### src/rsc_defines.vh
// Constants for the reset source controller: register offsets, bit positions, delays.
// Assumes a classic Wishbone slave with 32-bit data and byte addresses.
`ifndef RSC_DEFINES_VH
`define RSC_DEFINES_VH

// ****************************************************************
// Register offsets (byte addresses)
// ****************************************************************
`define RSC_WDCTL_OFF      8'h00
`define RSC_PWCTL_OFF      8'h04
`define RSC_CMD_OFF        8'h08
`define RSC_TAKEY_OFF      8'h0C
`define RSC_IRQ_STAT_OFF   8'h10
`define RSC_IRQ_MASK_OFF   8'h14
`define RSC_STAT_OFF       8'h18

// ****************************************************************
// Field positions, command codes, unlock keys and window
// ****************************************************************
`define RSC_POR_BIT        6
`define RSC_WDT_BIT        2
`define RSC_OSC_FAIL_DETECT_ENABLE_BIT       4
`define RSC_OSC_FAIL_FLAG_BIT       5
`define RSC_CMD_SYSRST     4'h1
`define RSC_CMD_BANKSW     4'h2
`define RSC_TA_KEY1        8'hAA
`define RSC_TA_KEY2        8'h55
`define RSC_TA_WINDOW      8'h03

// ****************************************************************
// Interrupt status bits
// ****************************************************************
`define RSC_IRQ_POR        0
`define RSC_IRQ_WDT        1
`define RSC_IRQ_OSC        2
`define RSC_IRQ_EXT        3

// ****************************************************************
// Reset values and timing
// ****************************************************************
`define RSC_RESET_VECTOR   16'h0000
`define RSC_WARMUP_CYC     65536
`define RSC_WDT_HOLD_CYC   13
`define RSC_EXT_MIN_CYC    4
`define RSC_EXT_EXIT_CYC   4
`define RSC_OSC_FAIL_HZ    20000
`define RSC_CLK_HZ         100000000

`endif

### src/rsc_reset_ctrl.v
// Reset source controller: merges power, watchdog, oscillator-fail, pin and
// command resets, holds the core, times the release, keeps cause flags.
// Assumes power-good, watchdog expiry, osc-fail, stop and ring clock status
// arrive synchronous to REF_CLK_IN; reset pin input is asynchronous.
//
// Decided for this implementation: the Wishbone interface to the registers and the address map.
`timescale 1ns/1ps
`include "rsc_defines.vh"

module rsc_reset_ctrl #(
    parameter WARMUP_CYC = `RSC_WARMUP_CYC
) (
    input  wire        REF_CLK_IN,
    input  wire        RESET_N_IN,
    input  wire        POWER_GOOD_IN,
    input  wire        WDT_EXPIRE_IN,
    input  wire        OSC_SLOW_IN,
    input  wire        STOP_MODE_IN,
    input  wire        RING_CLK_ACTIVE_IN,
    input  wire        RST_PIN_IN,
    output reg         RST_PIN_OUT,
    output reg         RST_PIN_OE_OUT,
    output reg         CORE_RESET_OUT,
    output reg         OSC_RUN_OUT,
    output reg         RING_CLK_SEL_OUT,
    output reg  [15:0] PC_LOAD_OUT,
    output reg         PC_LOAD_EN_OUT,
    output reg         IRQ_OUT,
    input  wire        WB_CYC_I,
    input  wire        WB_STB_I,
    input  wire        WB_WE_I,
    input  wire [7:0]  WB_ADR_I,
    input  wire [3:0]  WB_SEL_I,
    input  wire [31:0] WB_DAT_I,
    output reg  [31:0] WB_DAT_O,
    output reg         WB_ACK_O
);

    // ****************************************************************
    // States
    // ****************************************************************
    // Sequencer states:
    // RUN    - core executing, pin released
    // POWER  - supply low, everything held
    // WARMUP - oscillator settling before the first fetch
    // WDT    - fixed watchdog hold
    // OSC    - oscillator too slow, running on the ring clock
    // EXT    - held by the outside party on the pin
    // EXIT   - short tail after the oscillator recovers
    // CMD    - fixed hold after a keyed command
    // Binary codes keep the state register at three flops
    localparam ST_RUN    = 3'h0;
    localparam ST_POWER  = 3'h1;
    localparam ST_WARMUP = 3'h2;
    localparam ST_WDT    = 3'h3;
    localparam ST_OSC    = 3'h4;
    localparam ST_EXT    = 3'h5;
    localparam ST_EXIT   = 3'h6;
    localparam ST_CMD    = 3'h7;

    // Counts are worked out at full width, then cut to the counter width on purpose
    // Limitation: the 17-bit counter caps the warmup at 131072 cycles
    localparam [31:0] WARM_FULL = WARMUP_CYC - 1;
    localparam [31:0] WDT_FULL  = `RSC_WDT_HOLD_CYC - 1;
    localparam [31:0] EXIT_FULL = `RSC_EXT_EXIT_CYC - 2;
    localparam [31:0] EXT_FULL  = `RSC_EXT_MIN_CYC;
    localparam [16:0] WARM_CNT  = WARM_FULL[16:0];
    localparam [16:0] WDT_CNT   = WDT_FULL[16:0];
    localparam [16:0] EXIT_CNT  = EXIT_FULL[16:0];
    localparam [2:0]  EXT_MIN   = EXT_FULL[2:0];

    // ****************************************************************
    // Reset release and pin synchroniser
    // ****************************************************************
    reg        rst_s1_r;
    reg        rst_s2_r;
    wire       rst_n = rst_s2_r;
    reg        pin_s1_r;
    reg        pin_s2_r;
    reg  [2:0] pin_cnt_r;

    // Two-stage release so the rest of the logic leaves reset cleanly
    // Only the assertion is asynchronous; release always lands on a clock edge,
    // so no flop sees reset drop close to its own sampling edge
    always @(posedge REF_CLK_IN or negedge RESET_N_IN) begin
        if (!RESET_N_IN) begin
            rst_s1_r <= 1'b0;
            rst_s2_r <= 1'b0;
        end else begin
            rst_s1_r <= 1'b1;
            rst_s2_r <= rst_s1_r;
        end
    end

    // Pin is asynchronous; first stage feeds only the second
    always @(posedge REF_CLK_IN or negedge rst_n) begin
        if (!rst_n) begin
            pin_s1_r <= 1'b0;
            pin_s2_r <= 1'b0;
        end else begin
            pin_s1_r <= RST_PIN_IN;
            pin_s2_r <= pin_s1_r;
        end
    end

    // Count high cycles; ignore our own drive so internal resets do not loop back
    // A short glitch restarts the count, so noise under five cycles is refused
    // Limitation: an outside pulse that overlaps our own drive is not counted
    wire pin_hi = pin_s2_r & ~RST_PIN_OE_OUT;
    always @(posedge REF_CLK_IN or negedge rst_n) begin
        if (!rst_n)
            pin_cnt_r <= 3'h0;
        else if (!pin_hi)
            pin_cnt_r <= 3'h0;
        else if (pin_cnt_r != EXT_MIN)
            pin_cnt_r <= pin_cnt_r + 3'h1;
    end
    // Stop mode has no running clock to count with, so any high level counts
    wire ext_req = pin_hi & ((pin_cnt_r == EXT_MIN) | STOP_MODE_IN);

    // ****************************************************************
    // Registers and timed access
    // ****************************************************************
    // Software-visible bits live in flops of their own, so a read never
    // disturbs the reset sequencing
    reg        por_flag_r;
    reg        wdt_flag_r;
    reg        osc_fail_detect_enable_r;
    reg        osc_fail_flag_r;
    reg  [3:0] irq_stat_r;
    reg  [3:0] irq_mask_r;
    reg  [1:0] ta_state_r;
    reg  [7:0] ta_cnt_r;
    reg        cmd_req_r;
    reg  [2:0] state_r;
    reg  [2:0] state_nxt;
    reg [16:0] cnt_r;
    reg [16:0] cnt_nxt;
    reg        wake_r;

    wire acc   = WB_CYC_I & WB_STB_I & ~WB_ACK_O;
    wire wr    = acc & WB_WE_I & WB_SEL_I[0];
    wire wr_wd = wr & (WB_ADR_I == `RSC_WDCTL_OFF);
    wire wr_pw = wr & (WB_ADR_I == `RSC_PWCTL_OFF);
    wire wr_cm = wr & (WB_ADR_I == `RSC_CMD_OFF);
    wire wr_ta = wr & (WB_ADR_I == `RSC_TAKEY_OFF);
    wire wr_is = wr & (WB_ADR_I == `RSC_IRQ_STAT_OFF);
    wire wr_im = wr & (WB_ADR_I == `RSC_IRQ_MASK_OFF);

    // Cause events, one cycle at the moment each reset is entered
    // Taken from the next state, so flag and reset start on the same edge
    // and no event is lost to a reset that lasts a single cycle
    wire ev_por = (state_nxt == ST_POWER) & (state_r != ST_POWER);
    wire ev_wdt = (state_nxt == ST_WDT) & (state_r != ST_WDT);
    wire ev_osc = (state_nxt == ST_OSC) & (state_r != ST_OSC);
    // Stop-mode pin wake goes straight to warmup; it is still an external reset
    wire wake_nxt = (state_nxt == ST_WARMUP) & (wake_r | (state_r == ST_RUN));
    wire ev_ext = ((state_nxt == ST_EXT) & (state_r != ST_EXT)) | (wake_nxt & ~wake_r);
    wire pwr_low = ~POWER_GOOD_IN;
    wire ta_open = (ta_state_r == 2'h2);

    // Key sequence opens a short window for one command write
    // Any command write closes the window, so one key pair buys one command
    // and a stray write cannot reuse an old unlock
    always @(posedge REF_CLK_IN or negedge rst_n) begin
        if (!rst_n) begin
            ta_state_r <= 2'h0;
            ta_cnt_r   <= 8'h00;
            cmd_req_r  <= 1'b0;
        end else begin
            cmd_req_r <= 1'b0;
            if (wr_cm) begin
                ta_state_r <= 2'h0;
                if (ta_open && (WB_DAT_I[3:0] == `RSC_CMD_SYSRST ||
                                WB_DAT_I[3:0] == `RSC_CMD_BANKSW))
                    cmd_req_r <= 1'b1;
            end else if (wr_ta && WB_DAT_I[7:0] == `RSC_TA_KEY1) begin
                ta_state_r <= 2'h1;
                ta_cnt_r   <= `RSC_TA_WINDOW;
            end else if (wr_ta && ta_state_r == 2'h1 && WB_DAT_I[7:0] == `RSC_TA_KEY2) begin
                ta_state_r <= 2'h2;
                ta_cnt_r   <= `RSC_TA_WINDOW;
            end else if (ta_state_r != 2'h0) begin
                if (ta_cnt_r == 8'h00)
                    ta_state_r <= 2'h0;
                else
                    ta_cnt_r <= ta_cnt_r - 8'h01;
            end
        end
    end

    // Cause flags: hardware set wins over a software clear in the same cycle
    // Zero clears and one keeps, so a read-modify-write of the whole
    // register keeps each flag it read as set but wipes one raised between the read and the write
    always @(posedge REF_CLK_IN or negedge rst_n) begin
        if (!rst_n) begin
            por_flag_r <= 1'b1;
            wdt_flag_r <= 1'b0;
            osc_fail_detect_enable_r     <= 1'b0;
            osc_fail_flag_r     <= 1'b0;
            irq_stat_r <= 4'h1;                        // Power-up is itself a power-on event
            irq_mask_r <= 4'h0;
        end else begin
            if (ev_por)
                por_flag_r <= 1'b1;
            else if (wr_wd && !WB_DAT_I[`RSC_POR_BIT])
                por_flag_r <= 1'b0;
            if (ev_wdt)
                wdt_flag_r <= 1'b1;
            else if (wr_wd && !WB_DAT_I[`RSC_WDT_BIT])
                wdt_flag_r <= 1'b0;
            if (pwr_low)
                osc_fail_detect_enable_r <= 1'b0;
            else if (wr_pw)
                osc_fail_detect_enable_r <= WB_DAT_I[`RSC_OSC_FAIL_DETECT_ENABLE_BIT];
            if (ev_osc)
                osc_fail_flag_r <= 1'b1;
            else if (ev_por || (wr_pw && !WB_DAT_I[`RSC_OSC_FAIL_FLAG_BIT]))
                osc_fail_flag_r <= 1'b0;
            irq_stat_r <= (irq_stat_r & ~({4{wr_is}} & WB_DAT_I[3:0]))
                        | {ev_ext, ev_osc, ev_wdt, ev_por};
            if (wr_im)
                irq_mask_r <= WB_DAT_I[3:0];
        end
    end

    // ****************************************************************
    // Reset sequencer
    // ****************************************************************
    // Priority: power, then oscillator fail, pin, watchdog, command
    // Power and oscillator fail override every state, since neither can be
    // trusted to end on its own; the pin is also taken from the watchdog, oscillator, exit and command holds, the others only from run
    // Hazard: keep the default decrement, or a hold state would never end
    always @* begin
        state_nxt = state_r;
        cnt_nxt   = (cnt_r != 17'h0) ? cnt_r - 17'h1 : 17'h0;
        if (pwr_low) begin
            state_nxt = ST_POWER;
            cnt_nxt   = WARM_CNT;
        end else if (osc_fail_detect_enable_r && OSC_SLOW_IN && !STOP_MODE_IN) begin
            state_nxt = ST_OSC;
            cnt_nxt   = EXIT_CNT;
        end else begin
            case (state_r)
                ST_POWER: begin
                    state_nxt = ST_WARMUP;
                    cnt_nxt   = WARM_CNT;
                end
                ST_WARMUP: begin
                    if (cnt_r == 17'h0)
                        state_nxt = ST_RUN;
                end
                ST_WDT, ST_EXIT, ST_OSC, ST_CMD: begin
                    if (ext_req) begin
                        state_nxt = ST_EXT;
                    end else if (state_r == ST_OSC) begin
                        state_nxt = ST_EXIT;
                        cnt_nxt   = EXIT_CNT;
                    end else if (cnt_r == 17'h0) begin
                        state_nxt = ST_RUN;
                    end
                end
                ST_EXT: begin
                    // Straight to run; the synchroniser has used two of the four cycles
                    if (!pin_hi)
                        state_nxt = ST_RUN;
                end
                ST_RUN: begin
                    if (ext_req && STOP_MODE_IN) begin
                        state_nxt = ST_WARMUP;
                        cnt_nxt   = WARM_CNT;
                    end else if (ext_req) begin
                        state_nxt = ST_EXT;
                    end else if (WDT_EXPIRE_IN) begin
                        state_nxt = ST_WDT;
                        cnt_nxt   = WDT_CNT;
                    end else if (cmd_req_r) begin
                        state_nxt = ST_CMD;
                        cnt_nxt   = WDT_CNT;
                    end
                end
                default: state_nxt = ST_POWER;
            endcase
        end
    end
    // State, count and wake marker; a stop-mode wake never passes the power
    // state, so it neither flags power-on nor clears the oscillator-fail flag
    always @(posedge REF_CLK_IN or negedge rst_n) begin
        if (!rst_n) begin
            state_r <= ST_POWER;
            cnt_r   <= 17'h0;
            wake_r  <= 1'b0;
        end else begin
            state_r <= state_nxt;
            cnt_r   <= cnt_nxt;
            wake_r  <= wake_nxt;
        end
    end

    // ****************************************************************
    // Registered outputs
    // ****************************************************************
    // Outputs follow the next state, so each one settles on the edge that
    // changes state and every output still comes straight from a flop
    // Pin-caused resets, stop-mode wake included, leave the pin to its owner
    wire in_rst  = (state_nxt != ST_RUN);
    wire int_rst = in_rst & (state_nxt != ST_EXT) & ~wake_nxt;
    always @(posedge REF_CLK_IN or negedge rst_n) begin
        if (!rst_n) begin
            CORE_RESET_OUT   <= 1'b1;
            OSC_RUN_OUT      <= 1'b1;
            RING_CLK_SEL_OUT <= 1'b0;
            RST_PIN_OUT      <= 1'b0;
            RST_PIN_OE_OUT   <= 1'b0;
            PC_LOAD_OUT      <= `RSC_RESET_VECTOR;
            PC_LOAD_EN_OUT   <= 1'b0;
            IRQ_OUT          <= 1'b0;
        end else begin
            CORE_RESET_OUT   <= in_rst;
            OSC_RUN_OUT      <= in_rst | ~STOP_MODE_IN;
            RING_CLK_SEL_OUT <= (state_nxt == ST_OSC);
            RST_PIN_OUT      <= int_rst;
            RST_PIN_OE_OUT   <= int_rst;
            PC_LOAD_OUT      <= `RSC_RESET_VECTOR;
            PC_LOAD_EN_OUT   <= CORE_RESET_OUT & ~in_rst;
            IRQ_OUT          <= |((irq_stat_r | {ev_ext, ev_osc, ev_wdt, ev_por}) & irq_mask_r);
        end
    end

    // ****************************************************************
    // Wishbone slave: one wait state, unmapped reads give zero
    // ****************************************************************
    // Ack is masked into the access term, so a strobe held after its ack
    // is not taken twice; the master must drop it for a cycle between
    // accesses, which costs one idle cycle per transfer
    always @(posedge REF_CLK_IN or negedge rst_n) begin
        if (!rst_n) begin
            WB_ACK_O <= 1'b0;
            WB_DAT_O <= 32'h0;
        end else begin
            WB_ACK_O <= acc;
            WB_DAT_O <= 32'h0;
            if (acc && !WB_WE_I) begin
                case (WB_ADR_I)
                    `RSC_WDCTL_OFF:    WB_DAT_O <= {25'h0, por_flag_r, 3'h0, wdt_flag_r, 2'h0};
                    `RSC_PWCTL_OFF:    WB_DAT_O <= {26'h0, osc_fail_flag_r, osc_fail_detect_enable_r, 4'h0};
                    `RSC_CMD_OFF:      WB_DAT_O <= {30'h0, ta_state_r};
                    `RSC_IRQ_STAT_OFF: WB_DAT_O <= {28'h0, irq_stat_r};
                    `RSC_IRQ_MASK_OFF: WB_DAT_O <= {28'h0, irq_mask_r};
                    `RSC_STAT_OFF:     WB_DAT_O <= {27'h0, RING_CLK_ACTIVE_IN, state_r, CORE_RESET_OUT};
                    default:           WB_DAT_O <= 32'h0;
                endcase
            end
        end
    end

endmodule // rsc_reset_ctrl
### config.mk
export PLATFORM = sky130hd
export DESIGN_NAME = rsc_reset_ctrl
export DESIGN_NICKNAME = d
export VERILOG_FILES = /design/src/rsc_reset_ctrl.v
export VERILOG_INCLUDE_DIRS = /design/src /design/src/src
export SDC_FILE = /design/constraint.sdc
export NUM_CORES = 1
export LEC_CHECK = 0
export BUFFER_PORTS_ARGS = -buffer_cell sky130_fd_sc_hd__buf_4
export CAP_MARGIN = 20
export CORE_AREA = 2 2 90 92
export CTS_CLUSTER_SIZE = 30
export DETAILED_ROUTE_END_ITERATION = 10
export DIE_AREA = 0 0 92 94
export PLACE_DENSITY = 0.83
export SLEW_MARGIN = 25
export SYNTH_ARGS = -nofsm -noshare
export SYNTH_HDL_FRONTEND = slang
export SYNTH_SLANG_ARGS = --single-unit
### constraint.sdc
create_clock -name REF_CLK_IN -period 2.2 [get_ports REF_CLK_IN]
set_input_delay 0.44 -clock REF_CLK_IN [delete_from_list [all_inputs] [get_ports REF_CLK_IN]]
set_output_delay 0.44 -clock REF_CLK_IN [all_outputs]
set_load 0.03 [all_outputs]
==> qor.yml, run 1 <==
nNetsFinal: 590
detailroute.via_count: 3498
initial_cell_density_of_the_core: 0.5160
finalSetupViolations: 24
antenna-diode-count: 0
finalHoldViolCount: 0
power.static_leakage_uw: 0.002299
endpoint_kind: "register"
gr-total-overflow: 0
powerDensity_nw_per_um2: 601.6
grt_pass1_wl_mm: 16.22
drc: 0
drtPass1Iterations: 5
main_combinational_cell_family_by_area_after_synthesis: "simple AND/OR/NAND/NOR gates"
synth-edff-count: 0
synth-xor-area-share: 0.04686
synth_top_flop_cell: "sky130_fd_sc_hd__dfrtp_1"
worst_hold_path_type: "input pin to register"
crit_type: "register to register"
die_area_sq_um: 8648
post_synth_instance_area_sq_um: 3925
post_drt_via_cell_ratio: 5.500
post-route-util: 0.6780
reg2reg_slack_ns: -0.17
critical_path_required_ns: 2.41
top_level_ports: 111
rr_startpoint: "cnt_r[12]$_DFF_PN0_"
final-instance-count-excl-fill: 636
die_width_microns: 92
drt_iter0_markers: 361
numCtsBuffers: 9
clkPwrFrac: 0.288
placementRows: 32
wl_per_cell_microns: 16.48
clock.fmax_mhz: 422.5
htreeDepth: 3
fp.dieH_microns: 94
postRouteWirelength_mm: 10.48
multiplexer_area_fraction_after_synthesis: 0.01148
failed_checks: "setup timing"
maximum_buffer_depth_of_the_clock_tree: 2
via_count_of_the_first_global_routing_pass: 3472
final_period_minus_worst_setup_slack_ns: 2.367
ir_drop_mv: 0.4480
path_clk_slew_ns: 0.07
post-route-worst-setup-slack_ns: -0.1666
sink_count: 65
switching_share: 0.3350
transition_time_at_the_pin_with_the_least_slew_margin_ns: 0.5885
place_inst: 609
worstRegToRegCells: 8
regToRegEndpoint: "IRQ_OUT$_DFF_PN0_"
fin_worst_skew_ns: 0.008796
combinationalPowerShare: 0.272
sequentialPowerShare: 0.439
final_min_period_over_clock_period: 1.076
synthesis.instances: 424
cell_internal_pwr_uw: 2064
io_buffers: 42
critPathArrivalTime_ns: 2.58
critical_path.startpoint: "cnt_r[12]$_DFF_PN0_"
clock_latency_ns: 0.35
p_switching_uw: 1039
synth-adder-area-share: 0.01913
maxSlewViolCount: 0
hpwlAfterDp_mm: 6.868
synth-seq-area-share: 0.4160
critPathMaxFanout: 6
antenna_found_initial: 0
ant_nets: 0
power.total_uw: 3103
grt_usage: 0.2359
cts_tree: "done"
post_synth_and_or_nand_nor_area_fraction: 0.2295
yosys.cell_types.count: 69
total_of_flip_flops_plus_latches_after_synthesis: 65
synth_compound_gate_area_share: 0.1626
globalplace.congestion: 0.9063
yosysWarnings: 0
status: "finished with violations"
cts_root_buffer: "sky130_fd_sc_hd__clkbuf_8"
critical_path_capture_point: "IRQ_OUT$_DFF_PN0_"
start_kind: "register"
postSynth.asyncResetShare: 1.000
slew_headroom: 0.6035
grt_max_degree: 42
drive_gt1_frac: 0.3614
setup_repair_after_global_routing_missed_its_margin: "yes"
maxCapViolations: 0
coreArea_sq_um: 7607
layout-area-overhead-vs-synth_pct: 31.40
synthesis.area_per_instance_sq_um: 9.257
## metal layers
metal  GRT usage  vias to the layer above  part of all wire
met5           0                        -                 0
met4      0.1219                        0             0.022
met1      0.2944                     1712              0.40
met2      0.3934                      128              0.53
li1            -                     1633                 -
met3     0.04254                       25             0.051
## registers in the layout, indices dropped and copies added (netlist names), 2 cells and up
register,flops
cnt_r,17
ta_cnt_r,8
WB_DAT_O,7
irq_mask_r,4
irq_stat_r,4
pin_cnt_r,3
state_r,3
ta_state_r,2
## stage by stage
| step | hold slack [ns] | setup TNS [ns] | setup WS [ns] | cell area (sq um) |
|---|---|---|---|---|
| after floorplan | 0.1444 | -0.01625 | -0.01625 | 4088 |
| after global placement | 0.2222 | -2.255 | -0.2045 | 4606 |
| after detailed placement | 0.2253 | -4.275 | -0.3310 | 4606 |
| after CTS | 0.1811 | -0.9361 | -0.1480 | 4887 |
| after global routing | 0.1752 | -4.367 | -0.2829 | 5157 |
| final | 0.1971 | -1.866 | -0.1666 | 5157 |
## area by class of cell
class                      instances  area [sq um]
timing repair buffer             113         909.6
inverter                          12         47.55
fill                             563          2450
clock buffer                      13         148.9
tap                              102         127.6
sequential                        65          1634
clock inverter                     3         17.52
multi-input combinational        328          2272
## how the worst min path moves through the flow
stage / from / endpoint / slack, ns / cells after the start
3_3_place_gp: RESET_N_IN / rst_s1_r$_DFF_PN0_ / 0.22 / 1
2_1_floorplan: RESET_N_IN / rst_n$_DFF_PN0_ / 0.14 / 0
4_1_cts: RST_PIN_IN / pin_s1_r$_DFF_PN0_ / 0.18 / 1
6_report: RST_PIN_IN / pin_s1_r$_DFF_PN0_ / 0.20 / 1
5_1_grt: RST_PIN_IN / pin_s1_r$_DFF_PN0_ / 0.18 / 1
3_5_place_dp: RESET_N_IN / rst_s1_r$_DFF_PN0_ / 0.23 / 1
## what timing repair did
item                                   4_1_cts  5_1_grt
pin swaps                                   15       36
cloned                                       0        1
hold buffers                                 1        0
gates resized for setup                     23       57
endpoints found under the hold margin        2        0
setup buffers                                2        8
setup endpoints to repair                   26       32
## Yosys cell counts (7+ instances only)
| cell type | instances | area, sq um |
|---|---|---|
| sky130_fd_sc_hd__dfrtp_1 | 60 | 1501 |
| sky130_fd_sc_hd__buf_4 | 43 | 322.8 |
| sky130_fd_sc_hd__nand2_1 | 41 | 153.9 |
| sky130_fd_sc_hd__nor2_1 | 31 | 116.4 |
| sky130_fd_sc_hd__a21oi_1 | 28 | 140.1 |
| sky130_fd_sc_hd__o21ai_0 | 21 | 105.1 |
| sky130_fd_sc_hd__clkbuf_1 | 13 | 48.80 |
| sky130_fd_sc_hd__nor3_1 | 13 | 65.06 |
| sky130_fd_sc_hd__inv_1 | 11 | 41.29 |
| sky130_fd_sc_hd__xor2_1 | 11 | 96.34 |
| sky130_fd_sc_hd__xnor2_1 | 10 | 87.58 |
| sky130_fd_sc_hd__nand2b_1 | 8 | 50.05 |
| sky130_fd_sc_hd__nor4_1 | 8 | 50.05 |
| sky130_fd_sc_hd__nand3_1 | 7 | 35.03 |
| sky130_fd_sc_hd__nand3b_1 | 7 | 52.55 |
## cell usage in the layout (no fill, tap or decap), drive strengths merged, types with 4 or more instances in the layout
master | synthesis | layout
buf | 47 | 112
dfrtp | 60 | 60
inv | 12 | 12
and2 | 5 | 5
conb | 2 | 42
ha | 6 | 6
nand3b | 7 | 7
o31ai | 4 | 4
xnor2 | 10 | 10
and3 | 7 | 7
nand4b | 4 | 4
nor4 | 8 | 8
dfstp | 5 | 5
clkbuf | 13 | 13
o21ai | 25 | 25
nand2b | 8 | 8
nand3 | 8 | 8
xor2 | 11 | 11
a221oi | 5 | 5
nor2 | 31 | 32
nand2 | 41 | 41
nor3 | 16 | 16
a21oi | 28 | 28
mux2 | 4 | 4
## power groups by stage
stage / clock [uW] / combinational (uW) / sequential, uW
floorplan: 0 / 456 / 1400
global placement: 0 / 653 / 1370
detailed placement: 0 / 673 / 1380
CTS: 910 / 721 / 1360
global route: 970 / 902 / 1370
finish: 895 / 845 / 1360
## kinds of logic after synthesis
kind of cell    Yosys count
compound gates           94
xor+xnor                 21
fa+ha+maj                 6
buf+inv                  72
flops                    65
mux                       4
other cells               2
simple gates            160
## critical path, stage by stage (launching register included)
cell	delay [ns]
sky130_fd_sc_hd__dfrtp_1	0.38
sky130_fd_sc_hd__or4_4	0.56
sky130_fd_sc_hd__nor3_4	0.21
sky130_fd_sc_hd__nand3_2	0.15
sky130_fd_sc_hd__o311ai_4	0.29
sky130_fd_sc_hd__buf_6	0.17
sky130_fd_sc_hd__nor3b_4	0.05
sky130_fd_sc_hd__a221oi_2	0.23
sky130_fd_sc_hd__o2111ai_1	0.17
No activity file was read; power rests on OpenSTA's default activity.
==> run 2, diff against run 1 <==
PLACE_DENSITY = 0.82   (was 0.83)
==> run 2 against run 1 <==
Critical endpoint unchanged. The run still ends with setup timing left. Global-route usage rose by 0.43 points. Highest routed layer unchanged. Clock skew down 0.0016 ns. Sequential share of layout area up 1.1 points. Critical path depth is the same.
==> qor.yml, run 2 (same netlist as run 1, synthesis figures left out) <==
status: "finished with violations"  # unchanged
failed_checks: "setup timing"  # unchanged
slew_headroom: 0.6365  # was 0.6035
antenna-diode-count: 0  # unchanged
critical_path.n_buffers_inverters: 1  # unchanged
timing.critical_path.slowest_cell_delay_ns: 0.57  # was 0.56 ns
cts_tree: "done"  # unchanged
gr-total-overflow: 0  # unchanged
cpLargestDelayFamily: "simple AND/OR/NAND/NOR gates"  # unchanged
final_period_minus_worst_setup_slack_ns: 2.433  # was 2.367 ns
multiInputGateArea_sq_um: 2150  # was 2272 sq um
rr_startpoint: "cnt_r[3]$_DFF_PN0_"  # was cnt_r[12]$_DFF_PN0_
start_kind: "register"  # unchanged
globalplace.congestion: 0.8678  # was 0.9063
maxCapViolations: 0  # unchanged
worstRegToRegCells: 8  # unchanged
io_buffers: 42  # unchanged
grt_max_degree: 64  # was 42
cts_root_buffer: "sky130_fd_sc_hd__clkbuf_8"  # unchanged
drtPass1Iterations: 5  # unchanged
die_width_microns: 92  # unchanged
regArea_sq_um: 1634  # unchanged
critPathMaxFanout: 7  # was 6
wl_per_cell_microns: 15.97  # was 16.48 microns
fin_worst_skew_ns: 0.007161  # was 0.008796 ns
power.static_leakage_uw: 0.002254  # was 0.002299 uW
cp_cell_sequence: "or4_4 > nor3_4 > nand3_2 > o311ai_4 > buf_12 > nor3b_4 > a221oi_2 > o2111ai_1"  # was or4_4 > nor3_4 > nand3_2 > o311ai_4 > buf_6 > nor3b_4 > a221oi_2 > o2111ai_1
clock.fmax_mhz: 411.1  # was 422.5 MHz
worst_hold_path_type: "input pin to register"  # unchanged
post_drt_via_cell_ratio: 5.515  # was 5.500
hold_path_end: "pin_s1_r$_DFF_PN0_"  # unchanged
layout-area-overhead-vs-synth_pct: 27.10  # was 31.40%
hpwlAfterDp_mm: 6.862  # was 6.868 mm
setup_repair_after_global_routing_missed_its_margin: "yes"  # unchanged
critPathArrivalTime_ns: 2.64  # was 2.58 ns
place_ws_ns: -0.2543  # was -0.3310 ns
powerDensity_nw_per_um2: 628.6  # was 601.6 nW/um^2
drt_iter0_markers: 265  # was 361
finalHoldViolCount: 0  # unchanged
timing.critical_path.slowest_stage_cell: "sky130_fd_sc_hd__or4_4"  # unchanged
critical_path_required_ns: 2.40  # was 2.41 ns
worst_hold_path.num_cells: 1  # unchanged
ir_drop_mv: 0.4721  # was 0.4480 mV
detailroute.via_count: 3458  # was 3498
hold_ws_ns: 0.2090  # was 0.1971 ns
endpoint_kind: "register"  # unchanged
crit_type: "register to register"  # unchanged
numCtsBuffers: 9  # unchanged
grt_pass1_wl_mm: 16.43  # was 16.22 mm
clock_latency_ns: 0.35  # about the same
nNetsFinal: 581  # was 590
postRouteWirelength_mm: 10.02  # was 10.48 mm
path_clk_slew_ns: 0.07  # about the same
place_inst: 600  # was 609
layout.cells.most_common: "sky130_fd_sc_hd__buf_4"  # unchanged
post-route-worst-setup-slack_ns: -0.2326  # was -0.1666 ns
final-instance-count-excl-fill: 627  # was 636
sink_count: 65  # unchanged
regToRegEndpoint: "IRQ_OUT$_DFF_PN0_"  # unchanged
initial_cell_density_of_the_core: 0.5160  # unchanged
ant_nets: 0  # unchanged
drive_gt1_frac: 0.3162  # was 0.3614
via_count_of_the_first_global_routing_pass: 3415  # was 3472
coreArea_sq_um: 7607  # unchanged
top_level_ports: 111  # unchanged
maxSlewViolCount: 0  # unchanged
finalSetupViolations: 23  # was 24
antenna_found_initial: 0  # unchanged
hold_path_startpoint: "RST_PIN_IN"  # unchanged
transition_time_at_the_pin_with_the_least_slew_margin_ns: 0.5396  # was 0.5885 ns
die_area_sq_um: 8648  # unchanged
grt_usage: 0.2403  # was 0.2359
final_min_period_over_clock_period: 1.106  # was 1.076
layout_common_cells: "sky130_fd_sc_hd__buf_4, sky130_fd_sc_hd__dfrtp_1, sky130_fd_sc_hd__conb_1"  # unchanged
htreeDepth: 3  # unchanged
drc: 0  # unchanged
largest_register_ffs: 17  # unchanged
maximum_buffer_depth_of_the_clock_tree: 2  # unchanged
reg.largest.list: "cnt_r x17, ta_cnt_r x8, WB_DAT_O x7"  # unchanged
fp.dieH_microns: 94  # unchanged
layout.filler_cells: 612  # was 563
top_reg_by_flops: "cnt_r"  # unchanged
placementRows: 32  # unchanged
reg2reg_slack_ns: -0.23  # was -0.17 ns
## run 2: cell types whose count changed in the layout (fill, tap and decap cells not counted), sizes merged
cell      previous run  this run
nor2                32        31
clkinvlp             1         0
bufinv               0         1
buf                112       104
## run 2: worst max path at each step
| stage | from | endpoint | slack [ns] | cells past startpoint |
|---|---|---|---|---|
| global placement | pin_cnt_r[0]$_DFFE_PN0P_ | irq_stat_r[3]$_DFF_PN0_ | -0.18 | 10 |
| global route | pin_cnt_r[0]$_DFFE_PN0P_ | IRQ_OUT$_DFF_PN0_ | -0.34 | 12 |
| floorplan | cnt_r[9]$_DFF_PN0_ | IRQ_OUT$_DFF_PN0_ | -0.02 | 8 |
| detailed placement | pin_cnt_r[1]$_DFFE_PN0P_ | irq_stat_r[3]$_DFF_PN0_ | -0.25 | 10 |
| finish | cnt_r[3]$_DFF_PN0_ | IRQ_OUT$_DFF_PN0_ | -0.23 | 8 |
| CTS | cnt_r[4]$_DFF_PN0_ | IRQ_OUT$_DFF_PN0_ | -0.22 | 8 |
## run 2: final cells by class
cell class / instances / share of cell area
multi-input cells: 327 / 0.4309
flip-flops and latches: 65 / 0.3276
repair buffers: 105 / 0.1665
clock buffers: 13 / 0.03185
well taps: 102 / 0.02558
inverters: 12 / 0.009531
clock inverters: 3 / 0.008026
## run 2: power breakdown
| part | total [uW] | switching, uW | internal, uW |
|---|---|---|---|
| Combinational | 750 | 450 | 301 |
| Clock | 1030 | 445 | 582 |
| Sequential | 1360 | 78.4 | 1280 |
## run 2: per-stage QoR
stage / utilization / instance area [sq um] / power, uW / setup TNS, ns
finish: 0.6558 / 4989 / 3136 / -1.999
global route: 0.6558 / 4989 / 3284 / -4.020
CTS: 0.6438 / 4897 / 3116 / -1.626
detailed placement: 0.5965 / 4538 / 2033 / -3.820
global placement: 0.5965 / 4538 / 2008 / -1.477
floorplan: - / 4088 / 1852 / -0.01625
## run 2: repair_timing
item,CTS,global route
gates resized for setup,21,14
setup buffers,7,4
hold buffers,1,0
pin swaps,17,10
endpoints found under the hold margin,2,0
endpoints found under the setup margin,26,32
## run 2: per-layer routing
layer | GRT usage | share of wire | vias to the layer above
met5 | 0 | 0 | -
met4 | 0.08706 | 0.020 | 0
met3 | 0.04254 | 0.066 | 21
met2 | 0.4148 | 0.52 | 144
met1 | 0.3037 | 0.39 | 1687
li1 | - | - | 1606
